--- config.mk ---
export PLATFORM = sky130hd
export DESIGN_NAME = sbc_core
export DESIGN_NICKNAME = d
export VERILOG_FILES = /design/src/shared/sbc_pkg.sv /design/src/sbc_core.sv
export SDC_FILE = /design/constraint.sdc
export NUM_CORES = 1
export LEC_CHECK = 0
export BUFFER_PORTS_ARGS = -buffer_cell sky130_fd_sc_hd__buf_2
export CORE_AREA = 5 5 188 190
export CTS_BUF_LIST = sky130_fd_sc_hd__clkbuf_8
export CTS_CLUSTER_DIAMETER = 120
export DETAILED_ROUTE_END_ITERATION = 8
export DIE_AREA = 0 0 193 195
export PLACE_DENSITY = 0.71
export SETUP_SLACK_MARGIN = 0.4
export SYNTH_ARGS = -nofsm -noshare
export SYNTH_HDL_FRONTEND = slang
export SYNTH_SLANG_ARGS = --single-unit
--- constraint.sdc ---
create_clock -name clk_i -period 3.25 [get_ports clk_i]
set_input_delay 0.1625 -clock clk_i [delete_from_list [all_inputs] [get_ports clk_i]]
set_output_delay 0.1625 -clock clk_i [all_outputs]
set_load 0.01 [all_outputs]
--- src/shared/sbc_pkg.sv ---
// ----------------------------------------------------------------------------
// constants and types of the serial core
// ----------------------------------------------------------------------------
package sbc_pkg;

    // frame, counter and fifo sizes
    localparam int FRAME_W = 8;
    localparam int CNT_W = 4;
    localparam logic [CNT_W-1:0] FRAME_BITS = 4'h8;
    localparam int FIFO_DEPTH = 32;
    // feedback delay in bus clocks
    localparam int FB_STAGES = 2;

    // register byte addresses
    localparam logic [7:0] ADR_CTRL = 8'h00;
    localparam logic [7:0] ADR_STAT = 8'h04;
    localparam logic [7:0] ADR_DATA = 8'h08;
    localparam logic [7:0] ADR_POLY = 8'h0c;
    localparam logic [7:0] ADR_RXCRC = 8'h10;
    localparam logic [7:0] ADR_TXCRC = 8'h14;
    localparam logic [7:0] ADR_WORD_MASK = 8'hfc;

    // control register fields
    localparam int CTRL_EN = 0;
    localparam int CTRL_MASTER = 1;
    localparam int CTRL_CRC_EN = 2;
    localparam int CTRL_CRC_NEXT = 3;
    localparam int CTRL_DIV_LSB = 8;

    // status register fields
    localparam int STAT_BUSY = 0;
    localparam int STAT_TXE = 1;
    localparam int STAT_RECEIVE_NOT_EMPTY_EVENT = 2;
    localparam int STAT_CRC_ERR = 3;
    localparam int STAT_FULL = 4;
    localparam int STAT_EMPTY = 5;

    // reset values
    localparam logic [7:0] DIV_RST = 8'h04;
    localparam logic [7:0] POLY_RST = 8'h07;
    localparam logic TXE_RST = 1'b1;

    // frame phase, one-hot
    typedef enum logic [2:0] {
        PH_IDLE = 3'b001,
        PH_SHIFT = 3'b010,
        PH_TAIL = 3'b100
    } sbc_phase_e;

    // wishbone request and answer
    typedef struct packed {
        logic cyc;
        logic stb;
        logic we;
        logic [7:0] adr;
        logic [3:0] sel;
        logic [31:0] dat;
    } sbc_wb_req_s;

    typedef struct packed {
        logic ack;
        logic [31:0] dat;
    } sbc_wb_rsp_s;

    // serial link pins
    typedef struct packed {
        logic sck;
        logic mosi;
        logic miso;
        logic ss_n;
    } sbc_link_in_s;

    typedef struct packed {
        logic sck;
        logic sck_oe;
        logic mosi;
        logic mosi_oe;
        logic miso;
        logic miso_oe;
        logic ss_n;
    } sbc_link_out_s;

    // one step of the running crc, msb first
    function automatic logic [FRAME_W-1:0] crc_step(input logic [FRAME_W-1:0] crc, input logic bit_in,
                                                    input logic [FRAME_W-1:0] poly);
        logic fb;
        fb = crc[FRAME_W-1] ^ bit_in;
        crc_step = {crc[FRAME_W-2:0], 1'b0} ^ (fb ? poly : '0);
    endfunction : crc_step

endpackage : sbc_pkg

--- src/sbc_core.sv ---
// Operation
// slave busy falls at every frame end.
// slave software may poll the select line for transaction end.
// receive-not-empty rises as each frame completes.
// transmit-empty rises while the second bit shifts.
// software may wait for busy under a one-frame timeout.
// disable during the last frame lets it finish; busy falls.
// software programs an odd crc polynomial.
// master crc accumulates on the feedback serial clock.
// feedback delay of two bus clocks is tolerated.
// master receive captures every bit through the feedback clock.
// crc accumulates until the crc-next control bit is written.
// with a shared dma channel software moves data by dma.
// bus clock stays within the pad speed limit.
// busy holds from frame start until frame and crc complete.
`timescale 1ns/1ps

// ----------------------------------------------------------------------------
// transmit fifo
// ----------------------------------------------------------------------------
module sbc_fifo #(
    parameter int W = 8,
    parameter int D = 32
) (
    // clock and reset
    input wire logic clk_i,
    input wire logic rst_i,
    // filling side
    input wire logic in_valid_i,
    input wire logic [W-1:0] in_data_i,
    output logic in_ready_o,
    // draining side
    output logic out_valid_o,
    output logic [W-1:0] out_data_o,
    input wire logic out_ready_i
);
    localparam int AW = $clog2(D);

    // pointers carry one extra wrap bit; depth must be a power of two
    typedef struct packed {
        logic [AW:0] wr;
        logic [AW:0] rd;
    } sbc_fifo_state_s;

    sbc_fifo_state_s s_reg;
    sbc_fifo_state_s s_next;
    logic [W-1:0] mem [D];
    logic full;
    logic empty;

    // full and empty from the pointers
    assign empty = (s_reg.wr == s_reg.rd);
    assign full = (s_reg.wr[AW] != s_reg.rd[AW]) && (s_reg.wr[AW-1:0] == s_reg.rd[AW-1:0]);
    assign in_ready_o = ~full;
    assign out_valid_o = ~empty;
    assign out_data_o = mem[s_reg.rd[AW-1:0]];

    // pointer advance
    always_comb begin
        s_next = s_reg;
        if (in_valid_i && !full) begin
            s_next.wr = s_reg.wr + 1'b1;
        end
        if (out_ready_i && !empty) begin
            s_next.rd = s_reg.rd + 1'b1;
        end
    end

    always_ff @(posedge clk_i) begin
        if (rst_i) begin
            s_reg <= '0;
        end else begin
            s_reg <= s_next;
        end
    end

    // storage has no reset; only written words are ever read
    always_ff @(posedge clk_i) begin
        if (in_valid_i && !full) begin
            mem[s_reg.wr[AW-1:0]] <= in_data_i;
        end
    end

endmodule : sbc_fifo

// ----------------------------------------------------------------------------
// serial core with busy, crc and feedback capture
// ----------------------------------------------------------------------------
module sbc_core
    import sbc_pkg::*;
#(
    parameter int TX_DEPTH = FIFO_DEPTH
) (
    // clock and reset
    input wire logic clk_i,
    input wire logic rst_i,
    // register bus
    input wire sbc_wb_req_s wb_req_i,
    output sbc_wb_rsp_s wb_rsp_o,
    // serial link
    input wire sbc_link_in_s link_i,
    output sbc_link_out_s link_o
);

    // all state of the core outside the transmit fifo
    typedef struct packed {
        logic ack;
        logic [31:0] rdata;
        logic en;
        logic master;
        logic crc_en;
        logic crc_next;
        logic [7:0] div;
        logic [FRAME_W-1:0] poly;
        sbc_phase_e phase;
        logic [7:0] div_cnt;
        logic sck;
        logic sck_oe;
        logic mosi_oe;
        logic miso_oe;
        logic ss_n;
        logic sck_prev;
        logic [FB_STAGES-1:0] fb;
        logic fb_prev;
        logic [CNT_W-1:0] gen_cnt;
        logic [CNT_W-1:0] rx_cnt;
        logic shifted;
        logic crc_phase;
        logic [FRAME_W-1:0] tx_sh;
        logic [FRAME_W-1:0] rx_sh;
        logic [FRAME_W-1:0] rx_data;
        logic busy;
        logic transmit_empty_event;
        logic receive_not_empty_event;
        logic crc_err;
        logic [FRAME_W-1:0] tx_crc;
        logic [FRAME_W-1:0] rx_crc;
    } sbc_state_s;

    sbc_state_s s_reg;
    sbc_state_s s_next;

    logic [7:0] adr_w;
    logic req;
    logic commit;
    logic push;
    logic pop;
    logic tx_in_ready;
    logic tx_valid;
    logic [FRAME_W-1:0] tx_data;
    logic [31:0] rd_mux;
    logic tick;
    logic m_rise;
    logic m_fall;
    logic fall;
    logic cap;
    logic in_bit;
    logic fb_rise;
    logic start_ok;
    logic crc_pend;
    logic [FRAME_W-1:0] rx_new;

    // ------------------------------------------------------------------------
    // transmit buffer
    // ------------------------------------------------------------------------

    // data writes wait for a free slot
    assign adr_w = wb_req_i.adr & ADR_WORD_MASK;
    assign req = wb_req_i.cyc & wb_req_i.stb;
    assign commit = req & s_reg.ack;
    assign push = commit & wb_req_i.we & (adr_w == ADR_DATA) & wb_req_i.sel[0];

    sbc_fifo #(
        .W(FRAME_W),
        .D(TX_DEPTH)
    ) u_tx_fifo (
        .clk_i(clk_i),
        .rst_i(rst_i),
        .in_valid_i(push),
        .in_data_i(wb_req_i.dat[FRAME_W-1:0]),
        .in_ready_o(tx_in_ready),
        .out_valid_o(tx_valid),
        .out_data_o(tx_data),
        .out_ready_i(pop)
    );

    // ------------------------------------------------------------------------
    // read data selection
    // ------------------------------------------------------------------------

    always_comb begin
        rd_mux = '0;
        unique case (adr_w)
            ADR_CTRL: begin
                rd_mux[CTRL_EN] = s_reg.en;
                rd_mux[CTRL_MASTER] = s_reg.master;
                rd_mux[CTRL_CRC_EN] = s_reg.crc_en;
                rd_mux[CTRL_CRC_NEXT] = s_reg.crc_next;
                rd_mux[CTRL_DIV_LSB +: 8] = s_reg.div;
            end
            ADR_STAT: begin
                rd_mux[STAT_BUSY] = s_reg.busy;
                rd_mux[STAT_TXE] = s_reg.transmit_empty_event;
                rd_mux[STAT_RECEIVE_NOT_EMPTY_EVENT] = s_reg.receive_not_empty_event;
                rd_mux[STAT_CRC_ERR] = s_reg.crc_err;
                rd_mux[STAT_FULL] = ~tx_in_ready;
                rd_mux[STAT_EMPTY] = ~tx_valid;
            end
            ADR_DATA: rd_mux[FRAME_W-1:0] = s_reg.rx_data;
            ADR_POLY: rd_mux[FRAME_W-1:0] = s_reg.poly;
            ADR_RXCRC: rd_mux[FRAME_W-1:0] = s_reg.rx_crc;
            ADR_TXCRC: rd_mux[FRAME_W-1:0] = s_reg.tx_crc;
            default: rd_mux = '0;
        endcase
    end

    // ------------------------------------------------------------------------
    // link edge decoding
    // ------------------------------------------------------------------------

    // master clock divider: half period is div + 1 bus clocks
    assign tick = (s_reg.div_cnt == 8'h00);
    assign m_rise = (s_reg.phase == PH_SHIFT) & tick & ~s_reg.sck & (s_reg.gen_cnt != FRAME_BITS);
    assign m_fall = (s_reg.phase == PH_SHIFT) & tick & s_reg.sck;
    assign fb_rise = s_reg.fb[FB_STAGES-1] & ~s_reg.fb_prev;

    // slave edges from the sampled clock, gated by select
    assign fall = s_reg.master ? m_fall
                : ((s_reg.phase == PH_SHIFT) & ~link_i.sck & s_reg.sck_prev & ~link_i.ss_n);
    // feedback capture
    // master samples on its delayed own clock
    assign cap = s_reg.master ? (fb_rise & (s_reg.phase != PH_IDLE))
               : ((s_reg.phase == PH_SHIFT) & link_i.sck & ~s_reg.sck_prev & ~link_i.ss_n);
    assign in_bit = s_reg.master ? link_i.miso : link_i.mosi;
    assign rx_new = {s_reg.rx_sh[FRAME_W-2:0], in_bit};

    // a slave starts only while selected
    assign start_ok = s_reg.en & (s_reg.master | ~link_i.ss_n);
    assign crc_pend = s_reg.crc_en & s_reg.crc_next;

    // ------------------------------------------------------------------------
    // next state
    // ------------------------------------------------------------------------

    always_comb begin
        s_next = s_reg;
        pop = 1'b0;

        // one-cycle answer; data writes stall while full
        s_next.ack = req & ~s_reg.ack & ~(wb_req_i.we & (adr_w == ADR_DATA) & ~tx_in_ready);
        if (s_next.ack) begin
            s_next.rdata = rd_mux;
        end

        // writes land at the ack edge
        if (commit && wb_req_i.we) begin
            unique case (adr_w)
                ADR_CTRL: begin
                    if (wb_req_i.sel[0]) begin
                        s_next.en = wb_req_i.dat[CTRL_EN];
                        s_next.master = wb_req_i.dat[CTRL_MASTER];
                        s_next.crc_en = wb_req_i.dat[CTRL_CRC_EN];
                        // crc runs until told
                        s_next.crc_next = s_reg.crc_next | wb_req_i.dat[CTRL_CRC_NEXT];
                    end
                    if (wb_req_i.sel[1]) begin
                        s_next.div = wb_req_i.dat[CTRL_DIV_LSB +: 8];
                    end
                end
                ADR_STAT: begin
                    if (wb_req_i.sel[0] && wb_req_i.dat[STAT_CRC_ERR]) begin
                        s_next.crc_err = 1'b0;
                    end
                end
                ADR_DATA: s_next.transmit_empty_event = 1'b0;
                ADR_POLY: begin
                    if (wb_req_i.sel[0]) begin
                        s_next.poly = wb_req_i.dat[FRAME_W-1:0];
                    end
                end
                default: ;
            endcase
        end

        // a data read consumes the frame
        if (commit && !wb_req_i.we && adr_w == ADR_DATA) begin
            s_next.receive_not_empty_event = 1'b0;
        end

        // pin samples, feedback delay line
        s_next.sck_prev = link_i.sck;
        // two-clock feedback delay
        s_next.fb = {s_reg.fb[FB_STAGES-2:0], s_reg.sck};
        s_next.fb_prev = s_reg.fb[FB_STAGES-1];

        // frame sequencing
        unique case (s_reg.phase)
            PH_IDLE: begin
                if (start_ok && (crc_pend || tx_valid || !s_reg.master)) begin
                    // busy at frame start
                    s_next.busy = 1'b1;
                    s_next.phase = PH_SHIFT;
                    s_next.ss_n = ~s_reg.master;
                    s_next.div_cnt = s_reg.div;
                    s_next.sck = 1'b0;
                    s_next.gen_cnt = '0;
                    s_next.rx_cnt = '0;
                    s_next.shifted = 1'b0;
                    if (crc_pend) begin
                        // the checksum goes out as one extra frame
                        s_next.tx_sh = s_reg.tx_crc;
                        s_next.crc_phase = 1'b1;
                        s_next.crc_next = 1'b0;
                    end else begin
                        // an empty slave answers zeros
                        s_next.tx_sh = tx_valid ? tx_data : '0;
                        pop = tx_valid;
                    end
                end
            end
            PH_SHIFT: begin
                if (s_reg.master) begin
                    if (tick) begin
                        s_next.div_cnt = s_reg.div;
                        if (m_rise) begin
                            s_next.sck = 1'b1;
                            s_next.gen_cnt = s_reg.gen_cnt + 1'b1;
                        end else if (m_fall) begin
                            s_next.sck = 1'b0;
                            if (s_reg.gen_cnt == FRAME_BITS) begin
                                s_next.phase = PH_TAIL;
                            end
                        end
                    end else begin
                        s_next.div_cnt = s_reg.div_cnt - 1'b1;
                    end
                end else if (link_i.ss_n) begin
                    // deselect abandons the partial frame
                    // slave busy drop
                    s_next.busy = 1'b0;
                    s_next.phase = PH_IDLE;
                    s_next.crc_phase = 1'b0;
                end
            end
            PH_TAIL: ;
        endcase

        // shift out on the falling edge
        if (fall) begin
            s_next.tx_sh = {s_reg.tx_sh[FRAME_W-2:0], 1'b0};
            s_next.shifted = 1'b1;
            if (!s_reg.shifted) begin
                // empty on second bit
                s_next.transmit_empty_event = 1'b1;
            end
        end

        // capture, crc and frame end
        if (cap) begin
            s_next.rx_sh = rx_new;
            s_next.rx_cnt = s_reg.rx_cnt + 1'b1;
            if (s_reg.crc_en && !s_reg.crc_phase) begin
                // crc on feedback
                // a long lag lets the output bit move first
                s_next.rx_crc = crc_step(s_reg.rx_crc, in_bit, s_reg.poly);
                s_next.tx_crc = crc_step(s_reg.tx_crc, s_reg.tx_sh[FRAME_W-1], s_reg.poly);
            end
            if (s_reg.rx_cnt == FRAME_BITS - 1'b1) begin
                // frame complete event
                s_next.rx_data = rx_new;
                s_next.receive_not_empty_event = 1'b1;
                // busy falls at end
                s_next.busy = 1'b0;
                s_next.phase = PH_IDLE;
                s_next.ss_n = 1'b1;
                s_next.sck = 1'b0;
                if (s_reg.crc_phase) begin
                    // check the received checksum
                    if (rx_new != s_reg.rx_crc) begin
                        s_next.crc_err = 1'b1;
                    end
                    s_next.crc_phase = 1'b0;
                    s_next.rx_crc = '0;
                    s_next.tx_crc = '0;
                end
            end
        end

        // a disabled crc restarts from zero
        if (!s_reg.crc_en) begin
            s_next.rx_crc = '0;
            s_next.tx_crc = '0;
        end

        // master sck and mosi drivers stay on through a frame after disable; slave miso driver drops with enable
        s_next.sck_oe = s_reg.master & (s_reg.en | s_next.busy);
        s_next.mosi_oe = s_reg.master & (s_reg.en | s_next.busy);
        s_next.miso_oe = ~s_reg.master & s_reg.en & ~link_i.ss_n;
    end

    // ------------------------------------------------------------------------
    // state register
    // ------------------------------------------------------------------------

    always_ff @(posedge clk_i) begin
        if (rst_i) begin
            s_reg <= '0;
            s_reg.phase <= PH_IDLE;
            s_reg.div <= DIV_RST;
            s_reg.poly <= POLY_RST;
            s_reg.ss_n <= 1'b1;
            s_reg.transmit_empty_event <= TXE_RST;
        end else begin
            s_reg <= s_next;
        end
    end

    // ------------------------------------------------------------------------
    // outputs from the state register
    // ------------------------------------------------------------------------

    assign wb_rsp_o.ack = s_reg.ack;
    assign wb_rsp_o.dat = s_reg.rdata;
    assign link_o.sck = s_reg.sck;
    assign link_o.sck_oe = s_reg.sck_oe;
    assign link_o.mosi = s_reg.tx_sh[FRAME_W-1];
    assign link_o.mosi_oe = s_reg.mosi_oe;
    assign link_o.miso = s_reg.tx_sh[FRAME_W-1];
    assign link_o.miso_oe = s_reg.miso_oe;
    assign link_o.ss_n = s_reg.ss_n;

endmodule : sbc_core

==> metrics.md <==
| Metric | Value |
|---|---|
| Initial core utilization | `48.76%` |
| Setup_tns | `0 ns` |
| Max IR drop VDD | `0.3957 mV` |
| Reg2reg setup slack | `0.72 ns` |
| DP Worst Slack | `0.6931 ns` |
| Asr flop ratio synth | `0%` |
| Gr ovfl total | `0` |
| Area Growth Syn to Fin | `12.74%` |
| RePlAce Congestion | `0.8145` |
| Core outline area | `33280 um2` |
| Final ANT Viol Nets | `0` |
| Reg2Reg Depth | `7` |
| Crit path DAT | `3.05 ns` |
| Inst Count DP | `1650` |
| Die H | `195 um` |
| Setup-failing EPs final | `0` |
| Most common cell after layout, fill and taps aside | `edfxtp_1` |
| Post-synth top area share | `47.37%` |
| Cell area after synthesis | `16230 um2` |
| Worst r2r src | `s_reg[92]` |
| # IOs | `93` |
| Detailed-placement wirelength estimate | `24010 um` |
| Worst Hold Margin | `0.05813 ns` |
| Sinks on Clock Net | `382` |
| Worst slew margin | `34.08%` |
| Synth cell types | `78` |
| Worst-margin pin slew | `0.9851 ns` |
| Largest register FFs | `256` |
| Max-slew violation count | `0` |
| Hold Startpoint | `wb_req_i[42]` |
| Total power | `9.244 mW` |
| PostCTS Resize Cnt | `0` |
| Maximum clock path buffer count | `3` |
| Critical Path RT | `3.77 ns` |
| RR Endpoint | `s_reg[67]` |
| Leakage | `6.174 nW` |
| Synth area leader | `edfxtp_1` |
| Buffers on Ports | `56` |
| Drt pass-1 iters | `7` |
| Pwr Density | `505.3 nW/um2` |
| Largest cells by area after synthesis | `edfxtp_1 47%, dfxtp_1 16%, mux4_2 8.9%` |
| Worst Skew | `0.04973 ns` |
| Fill cells | `2719` |
| Final period util | `77.82%` |
| Post-synth top flop | `edfxtp_1` |
| DR vias/cell | `5.705` |
| Maxcap violations | `0` |
| GRT Overall Usage | `19.31%` |
| Worst setup SP type | `flip-flop` |
| Layout cells sized above 1 | `20.66%` |
| CTS root buf | `clkbuf_8` |
| Cell Rows | `67` |
| Initial antenna violation count | `0` |
| Max FO, Critical Path | `21` |
| Syn Area/Cell | `13.73 um2` |
| Worst skew pair latency | `0.64 ns` |
| Tmin final | `2.529 ns` |
| Peak Freq | `395.4 MHz` |
| Setup CP Type | `flip-flop to flip-flop` |
| Finished Core Util | `54.97%` |
| Final non-filler cell area | `18300 um2` |
| Inserted Clock Buffers | `60` |
| Antenna diode count | `0` |
| Hold Path Stages | `5` |
| Fin cells | `1774` |
| CTS tree | `yes` |
| First-pass GRT wire length | `56700 um` |
| Warnings, synthesis | `0` |
| Min-delay worst type | `primary input to flip-flop` |
| Syn Inst Count | `1182` |
| Final setup margin | `0.7208 ns` |
| Status | `completed` |
| DRC violations left | `0` |
| Crit. End Element | `flip-flop` |
| Vias | `10120` |
| Drt initial violations | `845` |
| #FFs+latches synth | `382` |
| Vias in the first global route | `10157` |
| Pin count of the biggest net entering global routing | `60` |
| Clock edge transition at the registers on the reported setup and hold paths | `0.06 ns` |
| Post-Place Cell Area | `16990 um2` |
| Avg WL per Cell | `20.64 um` |
| H-Tree Depth | `2` |
| Most frequent cells in the layout | `256 x edfxtp_1, 124 x dfxtp_1, 103 x nor2_1` |
| Routed WL | `36620 um` |
| WHS Endpoint | `wb_rsp_o[4]` |
| Die X | `193 um` |
| Nets | `1343` |
| Number of flops mapped to enable cells by yosys | `256` |
| Die area | `37640 um2` |
| Hold Fails Final Rpt | `0` |
| Sequential area share after synthesis | `62.91%` |
| Unrepaired setup endpoints after global routing | `no` |
==> worst max-delay path, cell delays in order, from the launching register on <==
cell     delay (ns)
dfxtp_1        0.47
buf_4          0.22
a21bo_2        0.24
nor4_1         0.24
a21o_1         0.67
buf_4          0.29
nand3_1        0.09
a31oi_1        0.19
==> cells by family (layout without fill, tap and decap cells) <==
group	after synthesis	after routing	share of synthesized area, %
adder cells (fa/ha/maj)	10	10	0.7710
buffers and inverters	123	252	4.071
AND/OR/NAND/NOR	316	316	9.807
flip-flops	382	382	62.91
XOR/XNOR	36	36	1.943
multiplexers	114	114	11.98
AO/OA/AOI/OAI	200	200	8.489
other	1	16	0.02311
==> metal layers <==
layer  up-vias  GRT usage, %  part of all wire [%]
li1       4690             -                     -
met1      5022         25.72                    42
met2       339         32.40                    49
met3        69         3.750                   6.8
met4         0         5.639                   2.5
met5         -             0                     0
==> worst max-delay path by stage <==
| stage | start | end | cells past startpoint |
|---|---|---|---|
| 2_1_floorplan | wb_req_i[41] | u_tx_fifo.mem[28][0] | 6 |
| 3_3_place_gp | wb_req_i[41] | u_tx_fifo.mem[14][1] | 8 |
| 3_5_place_dp | wb_req_i[41] | u_tx_fifo.mem[14][2] | 8 |
| 4_1_cts | s_reg[63] | s_reg[52] | 7 |
| 5_1_grt | s_reg[92] | s_reg[67] | 7 |
| 6_report | s_reg[92] | s_reg[67] | 7 |
==> cell type report <==
type	instances	area, um2	area share, %
inverters	18	67.56	0.3693
well taps	448	560.5	3.064
repair buffers	126	883.3	4.828
clock inverters	46	295.3	1.614
clock buffers	62	853.3	4.664
multi-input cells	692	5420	29.63
flip-flops and latches	382	10210	55.83
==> what timing repair did <==
action / in CTS / in global routing
hold buffers: 16 / 0
setup buffers: 0 / 0
hold endpoints to repair: 20 / 0
==> Yosys cell counts, types with 6 or more instances <==
cell type / instances
and2_1: 9
edfxtp_1: 256
xor2_1: 20
or4_1: 9
ha_1: 10
mux4_2: 64
clkbuf_1: 41
nand2_1: 70
a311oi_1: 6
o22ai_1: 13
xnor2_1: 16
nor2_1: 103
nor2b_1: 7
dfxtp_1: 126
a211oi_1: 18
a22oi_1: 13
buf_4: 44
a31oi_1: 7
a21oi_1: 48
nor3_1: 13
buf_2: 15
inv_1: 18
nand3_1: 31
nand4_1: 10
and3_1: 11
mux2i_1: 48
a32oi_1: 8
o211ai_1: 7
or3_1: 11
a221oi_1: 6
o21ai_0: 25
nor4_1: 6
==> where the power goes <==
group / switching (mW) / internal, mW / total (mW)
Combinational: 0.131 / 0.0481 / 0.179
Sequential: 0.00374 / 5.18 / 5.19
Clock: 1.86 / 2.02 / 3.88
No activity file was read; power rests on OpenSTA's default activity.
